--- config.mk ---
export PLATFORM = sky130hd
export DESIGN_NAME = data_memory_indirect_access
export DESIGN_NICKNAME = d
export VERILOG_FILES = /design/src/dmem_pkg.sv /design/src/gp_ram.sv /design/src/sfr_core.sv /design/src/data_memory_indirect_access.sv
export VERILOG_INCLUDE_DIRS = /design/src /design/src/src
export SDC_FILE = /design/constraint.sdc
export NUM_CORES = 1
export LEC_CHECK = 0
export BUFFER_PORTS_ARGS = -buffer_cell sky130_fd_sc_hd__buf_2
export CORE_ASPECT_RATIO = 0.6
export CORE_MARGIN = 4
export CORE_UTILIZATION = 30
export CTS_CLUSTER_SIZE = 25
export DETAILED_ROUTE_END_ITERATION = 16
export GPL_TIMING_DRIVEN = 1
export PLACE_DENSITY = 0.46
export SYNTH_ARGS = -nofsm -noshare
export SYNTH_HDL_FRONTEND = slang
export SYNTH_SLANG_ARGS = --single-unit
--- constraint.sdc ---
create_clock -name CLK_IN -period 5.55 [get_ports CLK_IN]
set_clock_uncertainty 0.2 [all_clocks]
set_input_delay 0.2775 -clock CLK_IN [delete_from_list [all_inputs] [get_ports CLK_IN]]
set_output_delay 0.2775 -clock CLK_IN [all_outputs]
set_load 0.01 [all_outputs]
--- src/dmem_defines.svh ---
`ifndef DMEM_DEFINES_SVH
`define DMEM_DEFINES_SVH

`define ADDR_W          8
`define DATA_W          8
`define IND_PORT_ADDR   8'h00
`define MEM_PTR_ADDR    8'h01
`define ACC_ADDR        8'h05
`define SPECIAL_LAST    8'h3F
`define GENERAL_FIRST   8'h40
`define GENERAL_LAST    8'h7F
`define GENERAL_DEPTH   64
`define GENERAL_IDX_W   6
`define PTR_RESET       8'h00
`define ACC_RESET       8'h00
`define READ_UNUSED     8'h00

`endif

--- src/dmem_pkg.sv ---
package dmem_pkg;

  typedef enum logic [2:0] {
    OP_NONE  = 3'b000,
    OP_WRITE = 3'b001,
    OP_BSET  = 3'b010,
    OP_BCLR  = 3'b011,
    OP_INC   = 3'b100,
    OP_DEC   = 3'b101
  } mem_op_e;

  typedef struct packed {
    mem_op_e    op;
    logic [7:0] addr;
    logic [7:0] wdata;
    logic [2:0] bit_sel;
    logic       rd;
  } mem_req_s;

  typedef struct packed {
    logic       we;
    logic [7:0] data;
  } acc_wr_s;

endpackage

--- src/gp_ram.sv ---
`timescale 1ns/10ps
`include "dmem_defines.svh"

module gp_ram #(
  parameter int DEPTH = `GENERAL_DEPTH,
  parameter int AW    = `GENERAL_IDX_W,
  parameter int DW    = `DATA_W
) (
  input  wire logic          clk_in,
  input  wire logic          we_in,
  input  wire logic [AW-1:0] waddr_in,
  input  wire logic [DW-1:0] wdata_in,
  input  wire logic [AW-1:0] raddr_in,
  output logic      [DW-1:0] rdata_out
);

  logic [DW-1:0] mem_q [DEPTH];

  // Contents are volatile: no reset, as for real RAM
  always_ff @(posedge clk_in) begin
    if (we_in) begin
      mem_q[waddr_in] <= wdata_in;
    end
  end

  always_ff @(posedge clk_in) begin
    rdata_out <= mem_q[raddr_in];
  end

endmodule // gp_ram

--- src/sfr_core.sv ---
`timescale 1ns/10ps
`include "dmem_defines.svh"

// Memory pointer and accumulator storage
module sfr_core (
  input  wire logic       clk_in,
  input  wire logic       nrst_in,
  input  wire logic       ptr_we_in,
  input  wire logic [7:0] ptr_d_in,
  input  wire logic       acc_we_in,
  input  wire logic [7:0] acc_d_in,
  output logic      [7:0] ptr_q_out,
  output logic      [7:0] acc_q_out
);

  always_ff @(posedge clk_in or negedge nrst_in) begin
    if (!nrst_in) begin
      ptr_q_out <= `PTR_RESET;
    end else if (ptr_we_in) begin
      ptr_q_out <= ptr_d_in;
    end
  end

  always_ff @(posedge clk_in or negedge nrst_in) begin
    if (!nrst_in) begin
      acc_q_out <= `ACC_RESET;
    end else if (acc_we_in) begin
      acc_q_out <= acc_d_in;
    end
  end

endmodule // sfr_core

--- src/data_memory_indirect_access.sv ---
`timescale 1ns/10ps
`include "dmem_defines.svh"

// How it works
// - General area fully readable and writable
// - Bit set/clear keeps other bits
// - Protected special registers ignore writes
// - Unused special addresses read 00H
// - Indirect port redirects to pointer address
// - Indirect reach limited to bank 0
// - Indirect port aimed at itself reads 00H, stores nothing
// - Pointer readable, writable, incrementable, decrementable
// - ALU results captured in accumulator
// - No register-to-register move path
// - 00-3F special, 40-7F general decode
module data_memory_indirect_access (
  input  wire logic             CLK_IN,
  input  wire logic             NRST_IN,
  input  wire dmem_pkg::mem_req_s REQ_IN,
  input  wire dmem_pkg::acc_wr_s  ALU_IN,
  output logic      [7:0]       RDATA_OUT,
  output logic                  RVALID_OUT,
  output logic      [7:0]       ACC_OUT,
  output logic      [7:0]       PTR_OUT
);

  // ----------------------------------------------------------------
  // Address classification
  // ----------------------------------------------------------------
  function automatic logic is_general(input logic [7:0] a);
    return (a >= `GENERAL_FIRST) && (a <= `GENERAL_LAST);
  endfunction

  function automatic logic is_ptr(input logic [7:0] a);
    return a == `MEM_PTR_ADDR;
  endfunction

  function automatic logic is_acc(input logic [7:0] a);
    return a == `ACC_ADDR;
  endfunction

  function automatic logic is_port(input logic [7:0] a);
    return a == `IND_PORT_ADDR;
  endfunction

  // Codes 6 and 7 are not ops; they must never reach a store
  function automatic logic is_modify(input dmem_pkg::mem_op_e op);
    return (op == dmem_pkg::OP_WRITE) || (op == dmem_pkg::OP_BSET) ||
           (op == dmem_pkg::OP_BCLR) || (op == dmem_pkg::OP_INC) ||
           (op == dmem_pkg::OP_DEC);
  endfunction

  // Only the pointer and the accumulator live here; the other special
  // registers belong to other blocks, so this block shows them as zero.
  function automatic logic [7:0] special_value(input logic [7:0] a,
                                               input logic [7:0] ptr,
                                               input logic [7:0] acc);
    logic [7:0] v;
    v = `READ_UNUSED;
    if (is_ptr(a)) begin
      v = ptr;
    end else if (is_acc(a)) begin
      v = acc;
    end
    return v;
  endfunction

  function automatic logic [7:0] bit_mask(input logic [2:0] b);
    return 8'h01 << b;
  endfunction

  function automatic logic [7:0] apply_op(input dmem_pkg::mem_op_e op,
                                          input logic [7:0] old,
                                          input logic [7:0] wd,
                                          input logic [2:0] b);
    logic [7:0] r;
    r = old;
    unique case (op)
      dmem_pkg::OP_NONE:  r = old;
      dmem_pkg::OP_WRITE: r = wd;
      dmem_pkg::OP_BSET:  r = old | bit_mask(b);
      dmem_pkg::OP_BCLR:  r = old & ~bit_mask(b);
      dmem_pkg::OP_INC:   r = old + 8'h01;
      dmem_pkg::OP_DEC:   r = old - 8'h01;
      default:            r = old;
    endcase
    return r;
  endfunction

  // ----------------------------------------------------------------
  // Signals
  // ----------------------------------------------------------------
  // Decode and storage interface
  logic [7:0] ptr_q;
  logic [7:0] acc_q;
  logic [7:0] ram_rdata;
  logic [7:0] ram_cur;
  logic [7:0] eff_addr;
  logic [7:0] old_val;
  logic [7:0] new_val;
  logic       is_mod;
  logic       ram_we;
  logic       ptr_we;
  logic       acc_mw;
  logic       acc_we;
  logic [7:0] acc_d;

  // Forwarding and read pipeline
  logic       fwd_hit_q;
  logic [7:0] fwd_data_q;
  logic       rd_pend_q;
  logic [7:0] rd_reg_q;
  logic       rd_ram_q;

  // ----------------------------------------------------------------
  // Indirect redirection
  // ----------------------------------------------------------------
  // The pointer is used in full; its value selects only bank 0. A pointer
  // at the port itself resolves to a port that reads 00H and stores nothing.
  always_comb begin
    eff_addr = REQ_IN.addr;
    if (is_port(REQ_IN.addr)) begin
      eff_addr = ptr_q;
    end
  end

  // ----------------------------------------------------------------
  // Read-modify-write source
  // ----------------------------------------------------------------
  // Read-modify-write needs the old value now, so the accumulator and pointer
  // come from flops; general RAM bit ops read the registered RAM data copy.
  always_comb begin
    old_val = special_value(eff_addr, ptr_q, acc_q);
    if (is_general(eff_addr)) begin
      old_val = ram_cur;
    end
  end

  assign is_mod  = is_modify(REQ_IN.op);
  assign new_val = apply_op(REQ_IN.op, old_val, REQ_IN.wdata, REQ_IN.bit_sel);

  // ----------------------------------------------------------------
  // Write decode
  // ----------------------------------------------------------------
  // All other special addresses drop writes: protected or unused.
  // Addresses above the general area are outside the map and drop too.
  always_comb begin
    ram_we = 1'b0;
    ptr_we = 1'b0;
    acc_mw = 1'b0;
    if (is_mod) begin
      if (is_general(eff_addr)) begin
        ram_we = 1'b1;
      end else if (is_ptr(eff_addr)) begin
        ptr_we = 1'b1;
      end else if (is_acc(eff_addr)) begin
        acc_mw = 1'b1;
      end
      // Any other address: nothing is stored
    end
  end

  // ----------------------------------------------------------------
  // Accumulator
  // ----------------------------------------------------------------
  // Only the accumulator takes ALU results; transfers between two other
  // registers have no path except through it.
  always_comb begin
    acc_we = 1'b0;
    acc_d  = acc_q;
    if (ALU_IN.we) begin
      acc_we = 1'b1;
      acc_d  = ALU_IN.data;
    end else if (acc_mw) begin
      acc_we = 1'b1;
      acc_d  = new_val;
    end
  end

  // ----------------------------------------------------------------
  // Write-to-read forwarding
  // ----------------------------------------------------------------
  // The RAM reads and writes the same byte on one edge and returns the old
  // value, so a bit op right after a modify of that byte would undo it. The
  // last stored byte stands in for it; plain reads still see the byte as it
  // stood before a same-cycle write.
  always_ff @(posedge CLK_IN or negedge NRST_IN) begin
    if (!NRST_IN) begin
      fwd_hit_q <= 1'b0;
    end else begin
      fwd_hit_q <= ram_we;
    end
  end

  always_ff @(posedge CLK_IN) begin
    fwd_data_q <= new_val;
  end

  assign ram_cur = fwd_hit_q ? fwd_data_q : ram_rdata;

  // ----------------------------------------------------------------
  // Storage
  // ----------------------------------------------------------------
  // The RAM holds the general area only, indexed by the low address bits;
  // the decode above keeps every other address away from its write port.
  gp_ram #(
    .DEPTH (`GENERAL_DEPTH),
    .AW    (`GENERAL_IDX_W),
    .DW    (`DATA_W)
  ) u_ram (
    .clk_in    (CLK_IN),
    .we_in     (ram_we),
    .waddr_in  (eff_addr[`GENERAL_IDX_W-1:0]),
    .wdata_in  (new_val),
    .raddr_in  (eff_addr[`GENERAL_IDX_W-1:0]),
    .rdata_out (ram_rdata)
  );

  // Pointer and accumulator keep their reset value until written
  sfr_core u_sfr (
    .clk_in    (CLK_IN),
    .nrst_in   (NRST_IN),
    .ptr_we_in (ptr_we),
    .ptr_d_in  (new_val),
    .acc_we_in (acc_we),
    .acc_d_in  (acc_d),
    .ptr_q_out (ptr_q),
    .acc_q_out (acc_q)
  );

  // ----------------------------------------------------------------
  // Read path
  // ----------------------------------------------------------------
  // A read sampled at one edge is classified at that edge and shows on the
  // outputs at the next one, together with the valid pulse. A same-cycle
  // write is not seen by that read.
  always_ff @(posedge CLK_IN or negedge NRST_IN) begin
    if (!NRST_IN) begin
      rd_pend_q <= 1'b0;
    end else begin
      rd_pend_q <= REQ_IN.rd;
    end
  end

  always_ff @(posedge CLK_IN or negedge NRST_IN) begin
    if (!NRST_IN) begin
      rd_ram_q <= 1'b0;
    end else begin
      rd_ram_q <= is_general(eff_addr);
    end
  end

  always_ff @(posedge CLK_IN or negedge NRST_IN) begin
    if (!NRST_IN) begin
      rd_reg_q <= 8'h00;
    end else begin
      rd_reg_q <= special_value(eff_addr, ptr_q, acc_q);
    end
  end

  // ----------------------------------------------------------------
  // Outputs
  // ----------------------------------------------------------------
  // Output registered once more so it comes straight from a flop
  always_ff @(posedge CLK_IN or negedge NRST_IN) begin
    if (!NRST_IN) begin
      RVALID_OUT <= 1'b0;
    end else begin
      RVALID_OUT <= rd_pend_q;
    end
  end

  // Read data holds until the next read so the core may take it late
  // without a second request.
  always_ff @(posedge CLK_IN or negedge NRST_IN) begin
    if (!NRST_IN) begin
      RDATA_OUT <= 8'h00;
    end else begin
      if (rd_pend_q) begin
        RDATA_OUT <= rd_ram_q ? ram_rdata : rd_reg_q;
      end
    end
  end

  // Shows the value the accumulator takes at this same edge
  always_ff @(posedge CLK_IN or negedge NRST_IN) begin
    if (!NRST_IN) begin
      ACC_OUT <= `ACC_RESET;
    end else begin
      ACC_OUT <= acc_d;
    end
  end

  // Shows the value the pointer takes at this same edge
  always_ff @(posedge CLK_IN or negedge NRST_IN) begin
    if (!NRST_IN) begin
      PTR_OUT <= `PTR_RESET;
    end else begin
      PTR_OUT <= ptr_we ? new_val : ptr_q;
    end
  end

endmodule // data_memory_indirect_access

After elaboration in Yosys (flattened, before gate mapping)
Memories as Yosys holds them, arrays and structs flattened. A register that Yosys moved wholly into a read port is not among the register bits.
Index checks and enable logic that the tools add are counted.
- add/sub/neg operators: 2
- order comparisons: 2
- equal/unequal tests: 7
- shift-type cells: 1
- muxes and demuxes: 23
- bitwise logic cells: 3
- reduce and logical (&&, ||, !) cells: 6
- operators by type and width (cell ; number):
    $mux 8 ; 9
    $pmux 8 s5 ; 1
    $mux 1 ; 13
    $add 8x1->8 const B ; 1
    $and 8x8->8 ; 1
    $eq 8x1->1 const B ; 1
    $eq 8x3->1 const B ; 1
    $ge 8x7->1 const B ; 1
    $le 8x7->1 const B ; 1
    $logic_not 8->1 ; 1
    $not 8->8 ; 1
    $or 8x8->8 ; 1
    $shl 1x3->8 const A ; 1
    $sub 8x1->8 const B ; 1
    $eq 3x2->1 const B ; 2
    $eq 3x3->1 const B ; 2
    $logic_or 1x1->1 ; 4
    $eq 3x1->1 const B ; 1
    $logic_and 1x1->1 ; 1
- bits in registers: 52
- memory bits (writable): 512
- input port bits: 34
- output and inout port bits: 25
- logic and storage cells: 55
- memories: 1
- memories (name ; words ; width ; rd ports ; clocked after memory_dff ; wr ports ; RTL line ; text):
    u_ram.mem_q ; 64 ; 8 ; 1 ; 1 ; 1 ; gp_ram.sv:17 ; logic [DW-1:0] mem_q [DEPTH];

Logic depth before layout (Yosys ltp)
Gate-level depths: netlist (run 1).
- depth after elaboration: 10
- mapped depth: 15

By module
From an unflattened synthesis (run 1), not the netlist that was laid out.
- cell total of the unflattened synthesis: 1277
- area, all modules: 23583.9 um2
- by module, submodules not included (module ; instances ; cells each ; area an instance (um2) ; seq. area each (um2)):
    gp_ram ; 1 ; 940 ; 20166.8 ; 15534.9
    data_memory_indirect_access ; 1 ; 303 ; 2753.9 ; 1061.0
    sfr_core ; 1 ; 34 ; 663.1 ; 400.4

Worst setup path before layout (run 1)
Ideal clock, no wire load.
- kind: input -> register
- start point: in REQ_IN[16] (netlist bit)
- end point: mem u_ram.mem_q[0][6] (netlist bit), data pin
- library setup time: 0.553 ns
- data arrival time: 4.693 ns
- path slack: 0.104 ns
- stages on the path: 14
- path through: nor4_4 -> buf_6 -> a31oi_1 -> a32oi_1 -> o22a_1 -> inv_1 -> fa_1 -> a21o_1 -> a21oi_1 -> o21bai_1 -> a21oi_1 -> nor3_1 -> o22a_1 -> a21oi_1
- word-level cells in the longest chain between the ends: 8
- elaborated cells on any way between the ends: 15
- those cells by class: add/sub (2); order compare (2); eq/ne (2); mux (5); bitwise (2); reduce/logical (2)
- RTL lines (element ; RTL line ; text):
    start, declared ; data_memory_indirect_access.sv:19 ; input wire dmem_pkg::mem_req_s REQ_IN,
    $logic_not 8->1 (no source line) ; -- ;
    $mux 8 * ; data_memory_indirect_access.sv:122 ; if (is_port(REQ_IN.addr)) begin
    branches (longest 3 deep; another with $ge 8x7->1) ; -- ;
    $mux 8 * ; data_memory_indirect_access.sv:134 ; if (is_general(eff_addr)) begin
    $sub 8x1->8 (tied with other cells) ; data_memory_indirect_access.sv:84 ; dmem_pkg::OP_DEC: r = old - 8'h01;
    $pmux 8 s5 * ; data_memory_indirect_access.sv:78 ; unique case (op)
    net new_val[6] ; data_memory_indirect_access.sv:100 ; logic [7:0] new_val;
    end, declared ; gp_ram.sv:17 ;
Mark *: on every way through the listed nets, which the timed path passes.

==> results.py, run 1 <==
metrics = {
    "run_status": {
        "status": "completed",
    },
    "logic_synthesis": {
        "synth_compound_area_frac": 0.0620,
        "synth_top_family_by_area": "multiplexers",
        "synth_edf_count": 512,
        "synth-xor-area-share": 0.000727,
        "async_reset_ff_frac": 0.0769,
        "ys_types": 81,
        "synth_fa_ha_area_frac": 0.00395,
        "synth_nets": 1688,
        "yosysWarningCount": 0,
        "synth_area_per_cell_sq_um": 14.6,
        "synthMuxAreaShare": 0.136,
        "seq_area_frac_synth": 0.697,
        "yosys.area_share.simple": 0.0753,
        "netlist_area_sq_um": 24100,
        "ys_seq_elements": 572,
        "synth_cells": 1647,
        "ys.flop_type": "edfxtp_1",
    },
    "routing": {
        "route.detailed.wl_per_inst_um": 25.5,
        "vias": 14600,
        "ant_nets": 0,
        "routed_wirelength_um": 73000,
        "drc_errors": 0,
        "viasPerCell": 5.10,
        "dr.pass1.iters": 5,
        "drt_iter0_markers": 1497,
    },
    "critical_path": {
        "end_kind": "register",
        "r2r_cells": 12,
        "path_cells": "nor4_1, a21oi_1, or2_1, buf_4, o22ai_1, ha_1, nand4_1, o31ai_1, o21ai_0, mux2i_1, a32oi_4, buf_4",
        "crit_family": "compound AO/OA/AOI/OAI gates",
        "critical_path_buf_inv_count": 2,
        "worstPathArrival_ns": 5.20,
        "cp.depth": 12,
        "r2r_setup_slack_ns": 0.45,
        "endpoint": "u_ram.mem_q[45][7]",
        "crit_slowest_cell": "o31ai_1",
        "cp_data_required_time_ns": 5.65,
        "worstPathMaxFanout": 65,
        "path_class": "reg2reg",
        "cp_common_cell": "buf_4",
        "slowest_delay_ns": 0.64,
        "regToRegEndpoint": "u_ram.mem_q[45][7]",
        "reg2reg_from": "PTR_OUT[6]",
        "startpoint": "PTR_OUT[6]",
        "start_kind": "register",
    },
    "clock_tree": {
        "insertion_delay_ns": 0.63,
        "cts_resized": 0,
        "post_cts_buffers": 0,
        "cts_buffer_depth": 3,
        "htreeDepth": 2,
        "clk_pin_slew_ns": 0.07,
        "ctsRootBufferMaster": "clkbuf_16",
        "cts_tree": "built",
        "cts.sink_count": 572,
        "cts_buffers": 52,
    },
    "placed_design": {
        "placed_cells": 2750,
        "dp_hpwl_um": 49000,
        "place.gp.congestion": 0.975,
        "portBuffers": 58,
        "place_area_sq_um": 26000,
    },
    "floorplanning": {
        "coreArea_sq_um": 79500,
        "die_x_um": 374,
        "rows": 80,
        "pin_count": 59,
        "initial_core_util": 0.303,
        "die_height_um": 228,
        "die-area_sq_um": 85000,
    },
    "final_layout": {
        "areaGrowthSynthToFinish_pct": 15.1,
        "postLayoutCellArea_sq_um": 27700,
        "final_cell_mix": "512 x edfxtp_1, 322 x mux2i_1, 168 x nand2_1",
        "fin_nets": 1793,
        "drive_gt1_frac": 0.134,
        "final_cells": 2858,
        "final_common_cell": "edfxtp_1",
    },
    "global_route": {
        "grt_usage": 0.167,
        "gr-total-overflow": 0,
        "grt_max_degree": 84,
        "grt_pass1_wl_um": 104000,
        "antenna_found_initial": 2,
        "grt_pass1_vias": 14000,
    },
    "power_and_ir_drop": {
        "total_leakage_power_nw": 10.1,
        "peakVddDrop_mv": 0.210,
        "power.density_nw_per_um2": 331,
        "power_mw": 9.19,
    },
    "sta": {
        "worst_pin_slew_ns": 1.09,
        "rsz0062_at_grt": "no",
        "max-slew-margin-rel": 0.268,
        "setup_viol": 0,
        "period_share": 0.919,
        "hold_viol_final": 0,
        "slew_violations": 0,
        "clock.fmax_mhz": 196,
        "period_needed_ns": 5.10,
        "fin_setup_tns_ns": 0,
    },
    "hold_path": {
        "hold_depth": 6,
        "hold_class": "in2reg",
    },
    "flow_run": {
        "max_cap_violations": 0,
    },
}
## what timing repair did
| action | 4_1_cts | 5_1_grt |
|---|---|---|
| hold buffers | 14 | 0 |
| endpoints found under the hold margin | 61 | 0 |
| setup endpoints to repair | 0 | 0 |
## cells by family after synthesis
family / after synthesis
DFF: 572
and+or+nand+nor: 405
muxes: 327
AOI/OAI and AO/OA: 213
buffers and inverters: 121
adders and majority gates: 7
xor gates and xnor gates: 2
## state kept, by name, indices dropped and copies added, names as in the netlist, 8 cells and up
register         count
u_ram.rdata_out      8
fwd_data_q           8
rd_reg_q             8
u_sfr.acc_q_out      8
RDATA_OUT            8
ACC_OUT              8
u_ram.mem_q        512
PTR_OUT              8
## worst register-to-register path: cells and delay by family (launching register included)
| kind | cells | cell delay (ns) |
|---|---|---|
| DFF | 1 | 0.51 |
| buffers and inverters | 2 | 0.82 |
| and+or+nand+nor | 3 | 1.07 |
| muxes | 1 | 0.26 |
| AOI/OAI and AO/OA | 5 | 1.54 |
| adders and majority gates | 1 | 0.29 |
## area by class of cell
class	count	area, sq um
antenna	3	7.51
clock buffer	65	1350
clock inverter	26	263
fill	7745	51700
inverter	29	109
multi-input combinational	954	6840
sequential	572	16800
tap	1066	1330
timing repair buffer	143	1040
## where the power goes
group          internal, mW  switching (mW)
sequential             4.82          0.0431
combinational         0.232           0.556
clock                  1.92            1.63
## per-stage QoR
step / worst slack (ns) / utilization / hold WS (ns)
4_1_cts: 0.640 / 0.349 / 0.00736
3_3_place_gp: 0.598 / 0.327 / 0.187
2_1_floorplan: 0.104 / - / -0.218
5_1_grt: 0.281 / 0.349 / 0.0572
6_report: 0.452 / 0.349 / 0.0423
3_5_place_dp: 0.480 / 0.327 / 0.189
## synthesized netlist by cell type, types with 4 or more instances
library cell,number,area [sq um]
edfxtp_1,512,15400
mux2i_1,322,3220
nand2_1,170,638
nor2_1,113,424
nand3_1,57,285
a21oi_1,54,270
buf_2,47,235
dfrtp_1,44,1100
clkbuf_1,26,97.6
inv_1,26,97.6
o22ai_1,24,150
a211oi_1,17,128
a311oi_1,17,149
dfxtp_1,16,320
o21ai_0,16,80.1
a31oi_1,15,93.8
a32oi_1,15,131
nor3_1,12,60.1
nand4_1,8,50.1
buf_1,7,26.3
or4_1,7,52.6
buf_4,6,45.0
ha_1,6,75.1
a21o_1,5,37.5
a22oi_1,5,37.5
mux2_2,5,56.3
or2_2,5,31.3
nand2b_1,4,25.0
o22a_1,4,35.0
## worst min-delay path by stage
stage / to / slack (ns) / startpoint
after floorplan: ACC_OUT[0] / -0.22 / NRST_IN
after global placement: rd_pend_q / 0.19 / REQ_IN[0]
after detailed placement: rd_pend_q / 0.19 / REQ_IN[0]
after CTS: rd_ram_q / 0.007 / REQ_IN[19]
after global routing: rd_ram_q / 0.06 / REQ_IN[19]
final: ACC_OUT[7] / 0.04 / REQ_IN[11]
## per-layer routing
layer | vias up | part of all wire | track usage | routed length (um)
met5 | - | 0 | 0 | 0
met4 | 0 | 0.011 | 0.0239 | 776
met3 | 63 | 0.080 | 0.0382 | 5820
met2 | 519 | 0.38 | 0.214 | 27500
met1 | 7475 | 0.53 | 0.282 | 38900
li1 | 6510 | - | - | -
Power figures use the tool's default switching activity.
==> run 2: changes to the inputs <==
ABC_AREA = 1   (was not set)
==> results.py, run 2 <==
metrics = {
    "run_status": {
        "status": "completed",
    },
    "clock_tree": {
        "clk_pin_slew_ns": 0.08,
        "cts_buffer_depth": 3,
        "cts_buffers": 51,
        "holdBufCountCts": 15,
        "post_cts_buffers": 0,
        "cts.sink_count": 572,
        "cts_tree": "built",
        "insertion_delay_ns": 0.60,
        "ctsRootBufferMaster": "clkbuf_16",
        "htreeDepth": 2,
        "cts_resized": 0,
    },
    "floorplanning": {
        "rows": 79,
        "initial_core_util": 0.303,
        "pin_count": 59,
        "die_x_um": 369,
        "coreArea_sq_um": 77600,
        "die-area_sq_um": 83000,
        "die_height_um": 225,
    },
    "global_route": {
        "grt_usage": 0.175,
        "grt_pass1_vias": 15200,
        "grt_max_degree": 81,
        "grt_pass1_wl_um": 107000,
        "gr-total-overflow": 0,
        "antenna_found_initial": 2,
    },
    "routing": {
        "routed_wirelength_um": 74500,
        "dr.pass1.iters": 6,
        "viasPerCell": 5.10,
        "route.detailed.wl_per_inst_um": 23.7,
        "drt_iter0_markers": 1762,
        "drc_errors": 0,
        "vias": 16000,
        "ant_nets": 0,
    },
    "logic_synthesis": {
        "synth_top_area_frac": 0.654,
        "async_reset_ff_frac": 0.0769,
        "synth.most_common_cell": "edfxtp_1",
        "synth_nets": 1969,
        "ys_seq_elements": 572,
        "synth_area_per_cell_sq_um": 12.2,
        "ys.flop_type": "edfxtp_1",
        "synth_common_cells": "512 x edfxtp_1, 349 x nor2_1, 258 x o21ai_0",
        "seq_area_frac_synth": 0.715,
        "ys_types": 54,
        "synth_cells": 1928,
        "netlist_area_sq_um": 23500,
        "yosysWarningCount": 0,
        "yosysTopAreaCell": "edfxtp_1",
        "synth_area_leaders": "edfxtp_1 65%, nor2_1 5.6%, o21ai_0 5.5%, dfrtp_1 4.7%, nand2_1 3.1%",
        "synth_edf_count": 512,
    },
    "placed_design": {
        "portBuffers": 58,
        "place.gp.congestion": 0.873,
        "dp_hpwl_um": 47200,
    },
    "sta": {
        "max-slew-margin-rel": 0.253,
        "worst_pin_slew_ns": 1.11,
        "fin_setup_tns_ns": 0,
        "period_share": 0.867,
        "period_needed_ns": 4.81,
        "slew_violations": 0,
        "hold_viol_final": 0,
        "clock.fmax_mhz": 208,
        "rsz0062_at_grt": "no",
        "setup_viol": 0,
    },
    "power_and_ir_drop": {
        "total_leakage_power_nw": 9.39,
        "power.density_nw_per_um2": 335,
        "power_mw": 9.12,
        "peakVddDrop_mv": 0.241,
    },
    "critical_path": {
        "cp_data_required_time_ns": 5.62,
        "start_kind": "input port",
        "end_kind": "register",
        "regToRegEndpoint": "u_ram.mem_q[9][6]",
        "worstPathArrival_ns": 4.88,
        "path_class": "in2reg",
        "r2r_setup_slack_ns": 1.02,
        "worstPathMaxFanout": 65,
        "startpoint": "REQ_IN[19]",
        "r2r_cells": 22,
        "reg2reg_from": "PTR_OUT[3]",
        "endpoint": "u_ram.mem_q[9][6]",
    },
    "final_layout": {
        "final_util": 0.350,
        "largest_reg_flops": 512,
        "drive_gt1_frac": 0.140,
        "top_register": "u_ram.mem_q",
        "fin_nets": 2091,
        "final_common_cell": "edfxtp_1",
        "areaGrowthSynthToFinish_pct": 15.7,
        "final_cell_mix": "512 x edfxtp_1, 348 x nor2_1, 258 x o21ai_0",
    },
    "hold_path": {
        "hold_class": "in2reg",
        "hp-start": "REQ_IN[18]",
    },
    "flow_run": {
        "max_cap_violations": 0,
    },
}
run 2: cell count changes after synthesis, sizes merged, moves of 15 or more:
cell    change
buf        -15
o211ai     +43
inv        +63
a311oi     -18
o21ai     +260
a21oi      -25
nor2      +240
nand2      +40
a211oi     -15
a32oi      -15
o22ai      +30
clkbuf     +26
mux2i     -321
o221ai     +59
run 2: worst min-delay path by stage:
stage | end | slack (ns) | cells after the start
2_1_floorplan | ACC_OUT[0] | -0.22 | 0
3_3_place_gp | rd_pend_q | 0.19 | 1
3_5_place_dp | rd_pend_q | 0.20 | 1
4_1_cts | rd_reg_q[2] | 0.04 | 6
5_1_grt | rd_reg_q[4] | 0.08 | 6
6_report | rd_reg_q[2] | 0.07 | 6
run 2: worst max-delay path: stages:
cell and delay [ns]:
dlygate4sd3_1 0.54, buf_2 0.13, nor2_1 0.13, nand2_2 0.13, nor2_8 0.19, nand2_2 0.07
nand2_2 0.23, nand2_4 0.09, nor2_2 0.18, nand2_2 0.17, o22ai_2 0.22, inv_2 0.04
and2_4 0.14, inv_1 0.09, fa_1 0.22, inv_1 0.05, o31ai_1 0.31, and2_1 0.20
nor2_1 0.06, inv_1 0.06, a21oi_1 0.06, xor2_1 0.14, or2_2 0.29, nand3_2 0.11
o21a_2 0.14, buf_4 0.56
run 2: cells by family after synthesis:
logic type / count (synthesis) / synth area share
fa+ha+maj: 7 / 0.00405
xor+xnor: 1 / 0.000373
compound gates: 486 / 0.125
flops: 572 / 0.715
mux: 1 / 0.000426
simple gates: 666 / 0.120
buf+inv: 195 / 0.0355
run 2: report_power, final:
part	switching [mW]	total, mW	leakage, nW	internal, mW
Combinational	0.635	0.826	3.29	0.191
Sequential	0.0280	4.88	5.36	4.85
Clock	1.59	3.41	0.748	1.82
run 2: layout make-up:
cell class              count  area (sq um)
clock buffers              68          1400
multi-input cells        1161          5940
well taps                1053          1320
repair buffers            172          1230
diodes                      1          2.50
fillers                  7635         50400
inverters                  92           354
clock inverters            24           138
flip-flops and latches    572         16800
run 2: per-layer routing:
layer / wire length (um) / global-route usage / share of wire
met3: 5970 / 0.0432 / 0.080
met2: 28800 / 0.228 / 0.39
met1: 38600 / 0.291 / 0.52
met5: 0 / 0 / 0
met4: 1050 / 0.0270 / 0.014
run 2: stage by stage:
step | hold WS [ns] | std cells | instance area (sq um) | setup slack (ns)
after floorplan | -0.218 | 1928 | 23500 | 0.458
after global placement | 0.189 | 3035 | 25500 | 0.791
after detailed placement | 0.197 | 3035 | 25500 | 0.685
after CTS | 0.0400 | 3142 | 27200 | 0.766
after global routing | 0.0806 | 3142 | 27200 | 0.375
final | 0.0697 | 3143 | 27200 | 0.740
